## config.mk

```make
export PLATFORM = sky130hd
export DESIGN_NAME = sdmacs_top
export DESIGN_NICKNAME = d
export VERILOG_FILES = /design/src/hdl/sdmacs_pkg.sv /design/src/hdl/sdmacs_top.sv
export SDC_FILE = /design/constraint.sdc
export NUM_CORES = 1
export LEC_CHECK = 0
export BUFFER_PORTS_ARGS = -buffer_cell sky130_fd_sc_hd__buf_2
export CAP_MARGIN = 20
export CORE_MARGIN = 2
export CORE_UTILIZATION = 54
export CTS_CLUSTER_DIAMETER = 50
export DETAILED_ROUTE_END_ITERATION = 8
export PLACE_DENSITY = 0.84
export SETUP_SLACK_MARGIN = 0.2
export SLEW_MARGIN = 0
export SYNTH_ARGS = -nofsm -noshare
export SYNTH_HDL_FRONTEND = slang
export SYNTH_SLANG_ARGS = --single-unit
```

## constraint.sdc

```tcl
create_clock -name aclk -period 4 [get_ports aclk]
set_input_delay 0.4 -clock aclk [delete_from_list [all_inputs] [get_ports aclk]]
set_output_delay 0.4 -clock aclk [all_outputs]
set_load 0.02 [all_outputs]
```

## src/hdl/sdmacs_pkg.sv

```systemverilog
// Constants shared by the serial DMA configuration and status block.
package sdmacs_pkg;
    localparam int ADDR_W = 8;
    localparam logic [ADDR_W-1:0] ADDR_CONFIG = 8'h00;
    localparam logic [ADDR_W-1:0] ADDR_EVENT = 8'h04;
    localparam logic [ADDR_W-1:0] ADDR_FAULT = 8'h08;
    localparam logic [ADDR_W-1:0] ADDR_IRQ_STAT = 8'h0C;
    localparam logic [ADDR_W-1:0] ADDR_IRQ_MASK = 8'h10;
    localparam int CFG_W = 16;
    localparam int EVT_W = 8;
    localparam int FLT_W = 32;
    localparam int FRZ_LSB = 13;
    localparam int IRQ_SERVICE_MASK_LSB = 8;
    localparam int SAID_LSB = 4;
    localparam int BUS_ERROR_IRQ_ENABLE_BIT = 1;
    localparam int BREAKPOINT_IRQ_ENABLE_BIT = 0;
    localparam logic [CFG_W-1:0] CFG_RESET = 16'h0000;
    localparam logic [CFG_W-1:0] CFG_WR_MASK = 16'h6773;
    localparam logic [1:0] FRZ_IGNORE = 2'h0;
    localparam logic [1:0] FRZ_FREEZE = 2'h2;
    localparam int EVT_BKP = 0;
    localparam int EVT_BERR = 1;
    localparam int EVT_FTEST = 2;
    localparam logic [EVT_W-1:0] EVT_RESET = 8'h00;
    localparam logic [EVT_W-1:0] EVT_MASK = 8'h07;
    localparam logic [FLT_W-1:0] FLT_RESET = 32'h00000000;
    localparam logic [1:0] RESP_OKAY = 2'h0;
    localparam logic [1:0] RESP_SLVERR = 2'h2;
    localparam logic [31:0] RDATA_ZERO = 32'h00000000;
endpackage

```

## src/hdl/sdmacs_top.sv

```systemverilog
// Serial DMA configuration, event and fault address registers on AXI4-Lite.
// How it works
// - 16-bit config register, privileged access only, zero after reset.
// - Freeze code 00 ignores freeze, 10 freezes, 01 and 11 reserved.
// - With freeze selected, bus request drops while freeze input is high.
// - Bus request drops while service level exceeds the programmed mask.
// - Arbitration field gives all channels one shared priority, 0 lowest.
// - Bus error while owning bus always flags; request only if enabled.
// - Breakpoint while owning bus always flags; request only if enabled.
// - Event requests also need the comm processor serial DMA mask bit.
// - 8-bit event register sets on events regardless of enables.
// - Event bits clear on written one, keep on zero, reset clears all.
// - Bus error flag is bit 1 and captures the faulting address.
// - Breakpoint flag is bit 0, set by breakpoint during transfer.
// - Factory test flag clears on written one; bits 7 to 3 reserved.
// - 32-bit read-only fault address register holds the error address.
`timescale 1ns/1ps
`default_nettype none
module sdmacs_top (
    input wire logic aclk,
    input wire logic aresetn,
    input wire logic awvalid,
    output logic awready,
    input wire logic [7:0] awaddr,
    input wire logic [2:0] awprot,
    input wire logic wvalid,
    output logic wready,
    input wire logic [31:0] wdata,
    input wire logic [3:0] wstrb,
    output logic bvalid,
    input wire logic bready,
    output logic [1:0] bresp,
    input wire logic arvalid,
    output logic arready,
    input wire logic [7:0] araddr,
    input wire logic [2:0] arprot,
    output logic rvalid,
    input wire logic rready,
    output logic [31:0] rdata,
    output logic [1:0] rresp,
    input wire logic dma_bus_request_in,
    input wire logic dma_owns_bus,
    input wire logic freeze_in,
    input wire logic [2:0] imb_service_level,
    input wire logic bus_error_pulse,
    input wire logic [31:0] bus_error_addr,
    input wire logic breakpoint_pulse,
    input wire logic factory_test_pulse,
    input wire logic cp_serial_dma_channel_irq_mask,
    output logic bus_request_line,
    output logic [2:0] serial_dma_channel_arb_id,
    output logic serial_dma_channel_irq_req,
    output logic irq
);
    logic [15:0] config_q;
    logic [7:0] event_q;
    logic [31:0] fault_q;
    logic [7:0] irq_stat_q;
    logic [7:0] irq_mask_q;
    logic aw_have_q;
    logic w_have_q;
    logic [7:0] aw_addr_q;
    logic aw_priv_q;
    logic [31:0] w_data_q;
    logic [3:0] w_strb_q;
    logic awready_q;
    logic wready_q;
    logic bvalid_q;
    logic [1:0] bresp_q;
    logic arready_q;
    logic rvalid_q;
    logic [31:0] rdata_q;
    logic [1:0] rresp_q;
    logic bus_request_q;
    logic [2:0] arb_id_q;
    logic serial_dma_channel_irq_q;
    logic irq_q;
    logic wr_fire;
    logic rd_fire;
    logic wr_ok;
    logic [7:0] evt_vec;
    logic [7:0] evt_clr;
    logic [7:0] stat_clr;
    logic [1:0] freeze_action;
    logic [2:0] irq_service_mask;
    logic freeze_hold;
    logic level_hold;
    logic [31:0] cfg_merged;
    logic [31:0] mask_merged;

    // Merges written bytes into a register image under the byte strobes.
    function automatic logic [31:0] strb_merge(input logic [31:0] old,
        input logic [31:0] data, input logic [3:0] strb);
        logic [31:0] res;
        res = old;
        for (int i = 0; i < 4; i++)
        begin
            if (strb[i])
            begin
                res[i*8 +: 8] = data[i*8 +: 8];
            end
        end
        return res;
    endfunction

    // Tells whether an address is mapped and may be reached at this level.
    function automatic logic addr_ok(input logic [7:0] a, input logic priv);
        logic ok;
        ok = 1'b0;
        case (a)
            sdmacs_pkg::ADDR_CONFIG: ok = priv;
            sdmacs_pkg::ADDR_EVENT: ok = 1'b1;
            sdmacs_pkg::ADDR_FAULT: ok = 1'b1;
            sdmacs_pkg::ADDR_IRQ_STAT: ok = 1'b1;
            sdmacs_pkg::ADDR_IRQ_MASK: ok = 1'b1;
            default: ok = 1'b0;
        endcase
        return ok;
    endfunction

    assign freeze_action = config_q[sdmacs_pkg::FRZ_LSB +: 2];
    assign irq_service_mask = config_q[sdmacs_pkg::IRQ_SERVICE_MASK_LSB +: 3];
    assign wr_fire = aw_have_q && w_have_q && !bvalid_q;
    assign rd_fire = arvalid && arready_q;
    assign wr_ok = addr_ok(aw_addr_q, aw_priv_q);
    assign cfg_merged = strb_merge({16'h0000, config_q}, w_data_q,
        w_strb_q);
    assign mask_merged = strb_merge({24'h000000, irq_mask_q}, w_data_q,
        w_strb_q);

    // Bus error and breakpoint events only count while a serial DMA channel owns the bus.
    always_comb
    begin
        evt_vec = sdmacs_pkg::EVT_RESET;
        evt_vec[sdmacs_pkg::EVT_BKP] = breakpoint_pulse && dma_owns_bus;
        evt_vec[sdmacs_pkg::EVT_BERR] = bus_error_pulse && dma_owns_bus;
        evt_vec[sdmacs_pkg::EVT_FTEST] = factory_test_pulse;
    end

    always_comb
    begin
        evt_clr = sdmacs_pkg::EVT_RESET;
        if (wr_fire && aw_addr_q == sdmacs_pkg::ADDR_EVENT && w_strb_q[0])
        begin
            evt_clr = w_data_q[7:0] & sdmacs_pkg::EVT_MASK;
        end
    end

    always_comb
    begin
        stat_clr = sdmacs_pkg::EVT_RESET;
        if (rd_fire && araddr == sdmacs_pkg::ADDR_IRQ_STAT)
        begin
            stat_clr = sdmacs_pkg::EVT_MASK;
        end
    end

    // Reserved codes of the freeze field act like ignore.
    assign freeze_hold = freeze_in && freeze_action == sdmacs_pkg::FRZ_FREEZE;
    assign level_hold = imb_service_level > irq_service_mask;

    // Write address and data channels are taken in either order.
    always_ff @(posedge aclk)
    begin
        if (!aresetn)
        begin
            aw_have_q <= 1'b0;
            awready_q <= 1'b0;
            aw_addr_q <= 8'h00;
            aw_priv_q <= 1'b0;
        end
        else if (awvalid && awready_q)
        begin
            aw_have_q <= 1'b1;
            awready_q <= 1'b0;
            aw_addr_q <= awaddr;
            aw_priv_q <= awprot[0];
        end
        else if (bvalid_q && bready)
        begin
            aw_have_q <= 1'b0;
            awready_q <= 1'b1;
        end
        else if (!aw_have_q)
        begin
            awready_q <= 1'b1;
        end
    end

    always_ff @(posedge aclk)
    begin
        if (!aresetn)
        begin
            w_have_q <= 1'b0;
            wready_q <= 1'b0;
            w_data_q <= sdmacs_pkg::RDATA_ZERO;
            w_strb_q <= 4'h0;
        end
        else if (wvalid && wready_q)
        begin
            w_have_q <= 1'b1;
            wready_q <= 1'b0;
            w_data_q <= wdata;
            w_strb_q <= wstrb;
        end
        else if (bvalid_q && bready)
        begin
            w_have_q <= 1'b0;
            wready_q <= 1'b1;
        end
        else if (!w_have_q)
        begin
            wready_q <= 1'b1;
        end
    end

    always_ff @(posedge aclk)
    begin
        if (!aresetn)
        begin
            bvalid_q <= 1'b0;
            bresp_q <= sdmacs_pkg::RESP_OKAY;
        end
        else if (wr_fire)
        begin
            bvalid_q <= 1'b1;
            bresp_q <= wr_ok ? sdmacs_pkg::RESP_OKAY : sdmacs_pkg::RESP_SLVERR;
        end
        else if (bready)
        begin
            bvalid_q <= 1'b0;
        end
    end

    // Only the documented field bits store; the rest stay zero.
    always_ff @(posedge aclk)
    begin
        if (!aresetn)
        begin
            config_q <= sdmacs_pkg::CFG_RESET;
        end
        else if (wr_fire && wr_ok && aw_addr_q == sdmacs_pkg::ADDR_CONFIG)
        begin
            config_q <= cfg_merged[sdmacs_pkg::CFG_W-1:0]
                & sdmacs_pkg::CFG_WR_MASK;
        end
    end

    // A new event in the cycle of its clear wins over the clear.
    always_ff @(posedge aclk)
    begin
        if (!aresetn)
        begin
            event_q <= sdmacs_pkg::EVT_RESET;
        end
        else
        begin
            event_q <= (event_q & ~evt_clr) | evt_vec;
        end
    end

    always_ff @(posedge aclk)
    begin
        if (!aresetn)
        begin
            fault_q <= sdmacs_pkg::FLT_RESET;
        end
        else if (evt_vec[sdmacs_pkg::EVT_BERR])
        begin
            fault_q <= bus_error_addr;
        end
    end

    always_ff @(posedge aclk)
    begin
        if (!aresetn)
        begin
            irq_stat_q <= sdmacs_pkg::EVT_RESET;
            irq_mask_q <= sdmacs_pkg::EVT_RESET;
        end
        else
        begin
            irq_stat_q <= (irq_stat_q & ~stat_clr) | evt_vec;
            if (wr_fire && aw_addr_q == sdmacs_pkg::ADDR_IRQ_MASK)
            begin
                irq_mask_q <= mask_merged[sdmacs_pkg::EVT_W-1:0]
                    & sdmacs_pkg::EVT_MASK;
            end
        end
    end

    // Read data is latched at the address handshake, so it is stable.
    always_ff @(posedge aclk)
    begin
        if (!aresetn)
        begin
            arready_q <= 1'b0;
            rvalid_q <= 1'b0;
            rdata_q <= sdmacs_pkg::RDATA_ZERO;
            rresp_q <= sdmacs_pkg::RESP_OKAY;
        end
        else if (rd_fire)
        begin
            arready_q <= 1'b0;
            rvalid_q <= 1'b1;
            rresp_q <= addr_ok(araddr, arprot[0]) ? sdmacs_pkg::RESP_OKAY
                : sdmacs_pkg::RESP_SLVERR;
            rdata_q <= sdmacs_pkg::RDATA_ZERO;
            case (araddr)
                sdmacs_pkg::ADDR_CONFIG:
                begin
                    if (arprot[0])
                    begin
                        rdata_q <= {16'h0000, config_q};
                    end
                end
                sdmacs_pkg::ADDR_EVENT: rdata_q <= {24'h000000, event_q};
                sdmacs_pkg::ADDR_FAULT: rdata_q <= fault_q;
                sdmacs_pkg::ADDR_IRQ_STAT: rdata_q <= {24'h000000, irq_stat_q};
                sdmacs_pkg::ADDR_IRQ_MASK: rdata_q <= {24'h000000, irq_mask_q};
                default: rdata_q <= sdmacs_pkg::RDATA_ZERO;
            endcase
        end
        else if (rvalid_q && rready)
        begin
            rvalid_q <= 1'b0;
            arready_q <= 1'b1;
        end
        else if (!rvalid_q)
        begin
            arready_q <= 1'b1;
        end
    end

    always_ff @(posedge aclk)
    begin
        if (!aresetn)
        begin
            bus_request_q <= 1'b0;
            arb_id_q <= 3'h0;
        end
        else
        begin
            bus_request_q <= dma_bus_request_in && !freeze_hold && !level_hold;
            arb_id_q <= config_q[sdmacs_pkg::SAID_LSB +: 3];
        end
    end

    // The request level follows the flags, so it stays up until cleared.
    always_ff @(posedge aclk)
    begin
        if (!aresetn)
        begin
            serial_dma_channel_irq_q <= 1'b0;
            irq_q <= 1'b0;
        end
        else
        begin
            serial_dma_channel_irq_q <= cp_serial_dma_channel_irq_mask &&
                ((event_q[sdmacs_pkg::EVT_BERR] && config_q[sdmacs_pkg::BUS_ERROR_IRQ_ENABLE_BIT])
                || (event_q[sdmacs_pkg::EVT_BKP] && config_q[sdmacs_pkg::BREAKPOINT_IRQ_ENABLE_BIT]));
            irq_q <= |(irq_stat_q & irq_mask_q);
        end
    end

    assign awready = awready_q;
    assign wready = wready_q;
    assign bvalid = bvalid_q;
    assign bresp = bresp_q;
    assign arready = arready_q;
    assign rvalid = rvalid_q;
    assign rdata = rdata_q;
    assign rresp = rresp_q;
    assign bus_request_line = bus_request_q;
    assign serial_dma_channel_arb_id = arb_id_q;
    assign serial_dma_channel_irq_req = serial_dma_channel_irq_q;
    assign irq = irq_q;
endmodule
`default_nettype wire

```

After elaboration in Yosys (flattened, before gate mapping)
Cells that the tools add are included.

cells by class
  $lt $le $gt $ge = 1
  equal/unequal tests = 12
  multiplexer cells = 23
  bitwise logic cells = 8
  reduce and logical (&&, ||, !) cells = 40

operator list
  operator                                       number
  one-hot mux 32 bit (5 select lines)            1
  == test 8 x 4 -> 1 bit, second input constant  4
  logical AND 1 bit                              21
  AND 8 bit                                      2
  == test 8 x 3 -> 1 bit, second input constant  2
  == test 8 x 5 -> 1 bit, second input constant  2
  logical NOT 8 bit                              2
  NOT 8 bit                                      2
  bitwise OR 8 x 3 -> 8 bit                      2
  two-way mux 1 bit                              15
  two-way mux 15 bit                             1
  AND 8 x 3 -> 8 bit                             1
  nonzero test 2 bit                             4
  OR reduction 4 bit                             2
  OR reduction 8 bit                             1
  two-way mux 3 bit                              2
  != test 2 x 1 -> 1 bit, second input constant  3
  AND reduction 2 bit                            3
  OR reduction 2 bit                             3
  two-way mux 2 bit                              2
  one-hot mux 1 bit (2 select lines)             2
  > comparator 3 bit                             1
  logical NOT 1 bit                              3
  == test 2 bit, second input constant           1
  other kinds (2)                                2

word-level totals
  register bits after elaboration = 136
  input bits = 107
  output and inout port bits = 47
  logic and storage cells = 108

Logic depth before layout (Yosys ltp)
  depth after elaboration = 8
  mapped depth = 6
  gate-level depth less buffers = 6

Least setup slack after synthesis
No wires, ideal clock.

  path kind = input-to-reg
  start = input araddr[1]
  end = register rdata_q[11] (netlist: rdata[11])
  library setup time = 0.059 ns
  data arrival time = 1.569 ns
  required time = 3.941 ns
  path slack = 2.372 ns
  stages = 5
  buffers on the path = 1
  cells stage by stage = or4_1 nor2_1 and4_1 buf_2 a22o_1

on the way
  longest elaborated chain between the ends = 2
  elaborated cells on any way between the ends = 6
  classes of those cells = eq/ne (4); mux (1); reduce/logical (1)

RTL lines
  element                                         RTL line           RTL
  start, declared                                 sdmacs_top.sv:35   input wire logic [7:0] araddr,
  == test 8 x 5 -> 1 bit (tied with other cells)  sdmacs_top.sv:309  case (araddr)
  one-hot mux 32 bit (5 select lines) (*)         sdmacs_top.sv:309
  end signal, assigned                            sdmacs_top.sv:308  rdata_q <= sdmacs_pkg::RDATA_ZERO;
  end signal, assigned                            sdmacs_top.sv:314  rdata_q <= {16'h0000, config_q};
  end signal, assigned                            sdmacs_top.sv:317  sdmacs_pkg::ADDR_EVENT: rdata_q <= {24'h000000, event_q};
  end, declared                                   sdmacs_top.sv:72   logic [31:0] rdata_q;

Every way passes the cells marked *; elsewhere a longest branch is shown, timed or not.
A chain may end at the register's enable or synchronous reset.

Worst setup path after layout
  start = input araddr[4]
  end = register rdata_q[23] (netlist: rdata[23])

The elaborated chain is that of the path after synthesis.

==> run_results.csv <==
group,metric,value,unit
synth,synthCells,502,
setup_path,max_stage_delay,840,ps
layout,fin_nets,727,
floorplanning,io_pins,154,
layout,layout_commonest_cell,"nand2_1",
drt,wire_per_inst,14.8,um
sta,hold_viol,0,
synth,synth.cell_area,0.00467,mm2
sta,skew,6.60,ps
floorplanning,core,0.00830,mm2
clock_network,cts_resized,0,
pwr,vdd_drop_max,320,uV
synth,synth_compound_area_frac,0.205,
floorplanning,die_h,97.0,um
global_routing,grt_max_degree,48,
drt,drt_wl_total,10.8,mm
setup_path,path_delay_family,"simple AND/OR/NAND/NOR gates",
floorplanning,start_util,0.563,
placed_design,place_congestion,0.831,
pwr,power_density,500,mW/mm2
setup_path,arrival,2390,ps
placed_design,numPortBuffers,124,
sta,slew_viol_final,0,
synth,synth-simple-area-share,0.202,
drt,first_pass_iters,4,
setup_path,rr_worst_depth,4,
sta,tns,0,ps
pwr,power_frac_clock,0.516,
hold_path,hp-start,"cp_serial_dma_channel_irq_mask",
pwr,leakage,0.00245,uW
pwr,switching_power,632,uW
sta,fin_crit,1940,ps
pwr,power.internal,2350,uW
layout,final_cell_mix,"nand2_1 (131), buf_2 (124), dfxtp_1 (120)",
drt,via_per_inst,5.42,
drt,initialDrtViolationCount,167,
floorplanning,die_area,0.00942,mm2
synth,synth.area.mux_share,0.0343,
layout,drive_gt1_frac,0.264,
layout,fillCellCount,658,
floorplanning,rows,33,
synth,synth_seq_area_share,0.514,
synth,synth_xor_area_frac,0,
clock_network,cts_inserted_buffers,17,
synth,synth_fa_ha_area_frac,0.00803,
layout,syn_to_final_growth,27.7,%
pwr,comb_power_share,0.063,
floorplanning,dieWidth,97.0,um
clock_network,cts_setup_buffers,0,
clock_network,clkSlewWorstSetupHoldPaths,50,ps
clock_network,cts-root-buf,"clkbuf_8",
sta,clock.fmax,514,MHz
pwr,seqPwrFrac,0.421,
sta,finalSetupViolCount,0,
clock_network,cts_buffer_depth,2,
setup_path,path_max_fanout,21,
drt,vias,3973,
setup_path,required,4440,ps
sta,timing.slew.headroom,0.453,
sta,grt_setup_unrepaired,"no",
setup_path,worstSetupPathType,"in -> reg",
synth,ys_ff_latch,120,
status,run_status,"completed",
layout,antenna_cells,0,
clock_network,cts.hold.buffers_added,0,
setup_path,critPathSlowestCell,"and4_1",
synth,syn_area_per_cell,9.31,um2
global_routing,antenna_found_initial,0,
pwr,switching_share,0.212,
clock_network,cts_max_level,4,
setup_path,r2r_start,"aw_addr_q[2]$_SDFFE_PN0P_",
setup_path,crit_buf_inv,1,
synth,synth_edf_count,0,
setup_path,cp.depth,5,
synth,yosysUniqueCellTypes,44,
setup_path,r2r_setup_slack,2200,ps
sta,worst_pin_slew,821,ps
hold_path,holdPathStages,3,
setup_path,path_cells,"buf_2 -> nand2b_1 -> nor2_1 -> and4_1 -> a22o_1",
global_routing,first_global_vias,3961,
sta,finalCritPeriodShare,0.486,
job,drv_cap,0,
clock_network,cts_tree,"done",
global_routing,grt_first_pass_wirelength,18.3,mm
placed_design,dp_slack,1560,ps
clock_network,clk_latency,510,ps
clock_network,cts.sinks,120,
setup_path,r2r_end,"config_q[10]$_SDFFE_PN0P_",
synth,synth_warnings,0,
sta,setup_ws,2060,ps
global_routing,gr-usage-all-layers,0.238,
placed_design,place.detailed.hpwl,7.51,mm
synth,ys.flop_type,"dfxtp_1",
setup_path,critPathLaunchType,"input pin",
drt,drc,0,
synth,postSynth.asyncResetShare,0,
global_routing,grt_overflow_total,0,
setup_path,cp-end-kind,"flip-flop",
synth,synth_top_family_by_area,"compound AO/OA/AOI/OAI gates",
hold_path,hold_path_end,"serial_dma_channel_irq_req$_SDFF_PN0_",
hold_path,hp-class,"in -> reg",
drt,ant_nets,0,
synthesized netlist by cell type (2+ instances only):
library cell    n  area [um2]
nand2_1       131         492
dfxtp_1       120        2400
a21boi_0       58         435
clkbuf_1       27         101
a22o_1         21         184
o21ai_0        18        90.1
mux2i_1        16         160
nor2b_1        15        93.8
a22oi_1        10        75.1
and2_1          9        56.3
nor2_1          9        33.8
a31oi_1         7        43.8
inv_1           7        26.3
nand3b_1        4        30.0
a41oi_1         3        26.3
buf_2           3        15.0
ha_1            3        37.5
nand2b_1        3        18.8
nor4_4          3        63.8
o21ai_1         3        15.0
a21oi_1         2        10.0
buf_4           2        15.0
nor3_1          2        10.0
nor4_1          2        12.5
o211a_1         2        20.0
or3_4           2        22.5
or4_1           2        15.0
or4bb_1         2        22.5
layout make-up:
cell class	count	area, um2	share of cell area
sequential	120	2400	0.402
tap	105	131	0.0220
multi-input combinational	343	2110	0.353
clock inverter	7	115	0.0193
clock buffer	23	497	0.0832
inverter	7	26.3	0.00440
timing repair buffer	128	691	0.116
tightest hold or removal path, delay by kind of cell:
family / cells / cell delay, ps
buf+inv: 1 / 90
simple gates: 2 / 90
power groups by stage:
stage | sequential, uW | clock [uW] | combinational, uW
2_1_floorplan | 1280 | 0 | 111
3_5_place_dp | 1280 | 0 | 188
3_3_place_gp | 1280 | 0 | 175
6_report | 1260 | 1540 | 189
5_1_grt | 1260 | 1610 | 212
4_1_cts | 1260 | 1560 | 190
routing by layer:
layer	global-route usage	up-vias	routed length [um]
li1	-	1968	-
met1	0.278	1850	4580
met2	0.411	134	5390
met3	0.0694	21	676
met4	0.0899	0	176
met5	0	-	0
logic make-up (layout without fill, tap and decap cells):
logic type	count (synthesis)	count (layout)
and+or+nand+nor	191	191
AOI/OAI and AO/OA	131	131
DFF	120	120
buffers and inverters	40	165
muxes	16	16
adders and majority gates	3	3
other	1	2
flip-flops by register name (all words and copies together) (netlist names), 2 cells and up:
| register | count |
|---|---|
| irq_stat_q | 3 |
| fault_q | 32 |
| w_strb_q | 2 |
| w_data_q | 11 |
| irq_mask_q | 3 |
| rdata | 32 |
| config_q | 10 |
| event_q | 3 |
| serial_dma_channel_arb_id | 3 |
| aw_addr_q | 8 |
per-stage QoR:
step                      hold slack (ps)  utilization  cell area, um2  power, uW  cells
after floorplan                       436            -            4680       1390    503
after global placement                439        0.639            5300       1450    701
after detailed placement              442        0.646            5360       1470    703
after CTS                             108        0.719            5970       3010    733
after global routing                  128        0.719            5970       3080    733
final                                 119        0.719            5970       2990    733
how the worst max path moves through the flow:
stage	startpoint	end	slack, ps
after global routing	araddr[4]	rdata[15]$_SDFFE_PN0P_	1990
after floorplan	araddr[1]	rdata[11]$_SDFFE_PN0P_	2370
after detailed placement	araddr[4]	rdata[23]$_SDFFE_PN0P_	1560
final	araddr[4]	rdata[23]$_SDFFE_PN0P_	2060
after CTS	araddr[4]	rdata[23]$_SDFFE_PN0P_	2080
after global placement	araddr[4]	rdata[7]$_SDFFE_PN0P_	1620
Note: power is estimated with default switching activity, not from simulation.
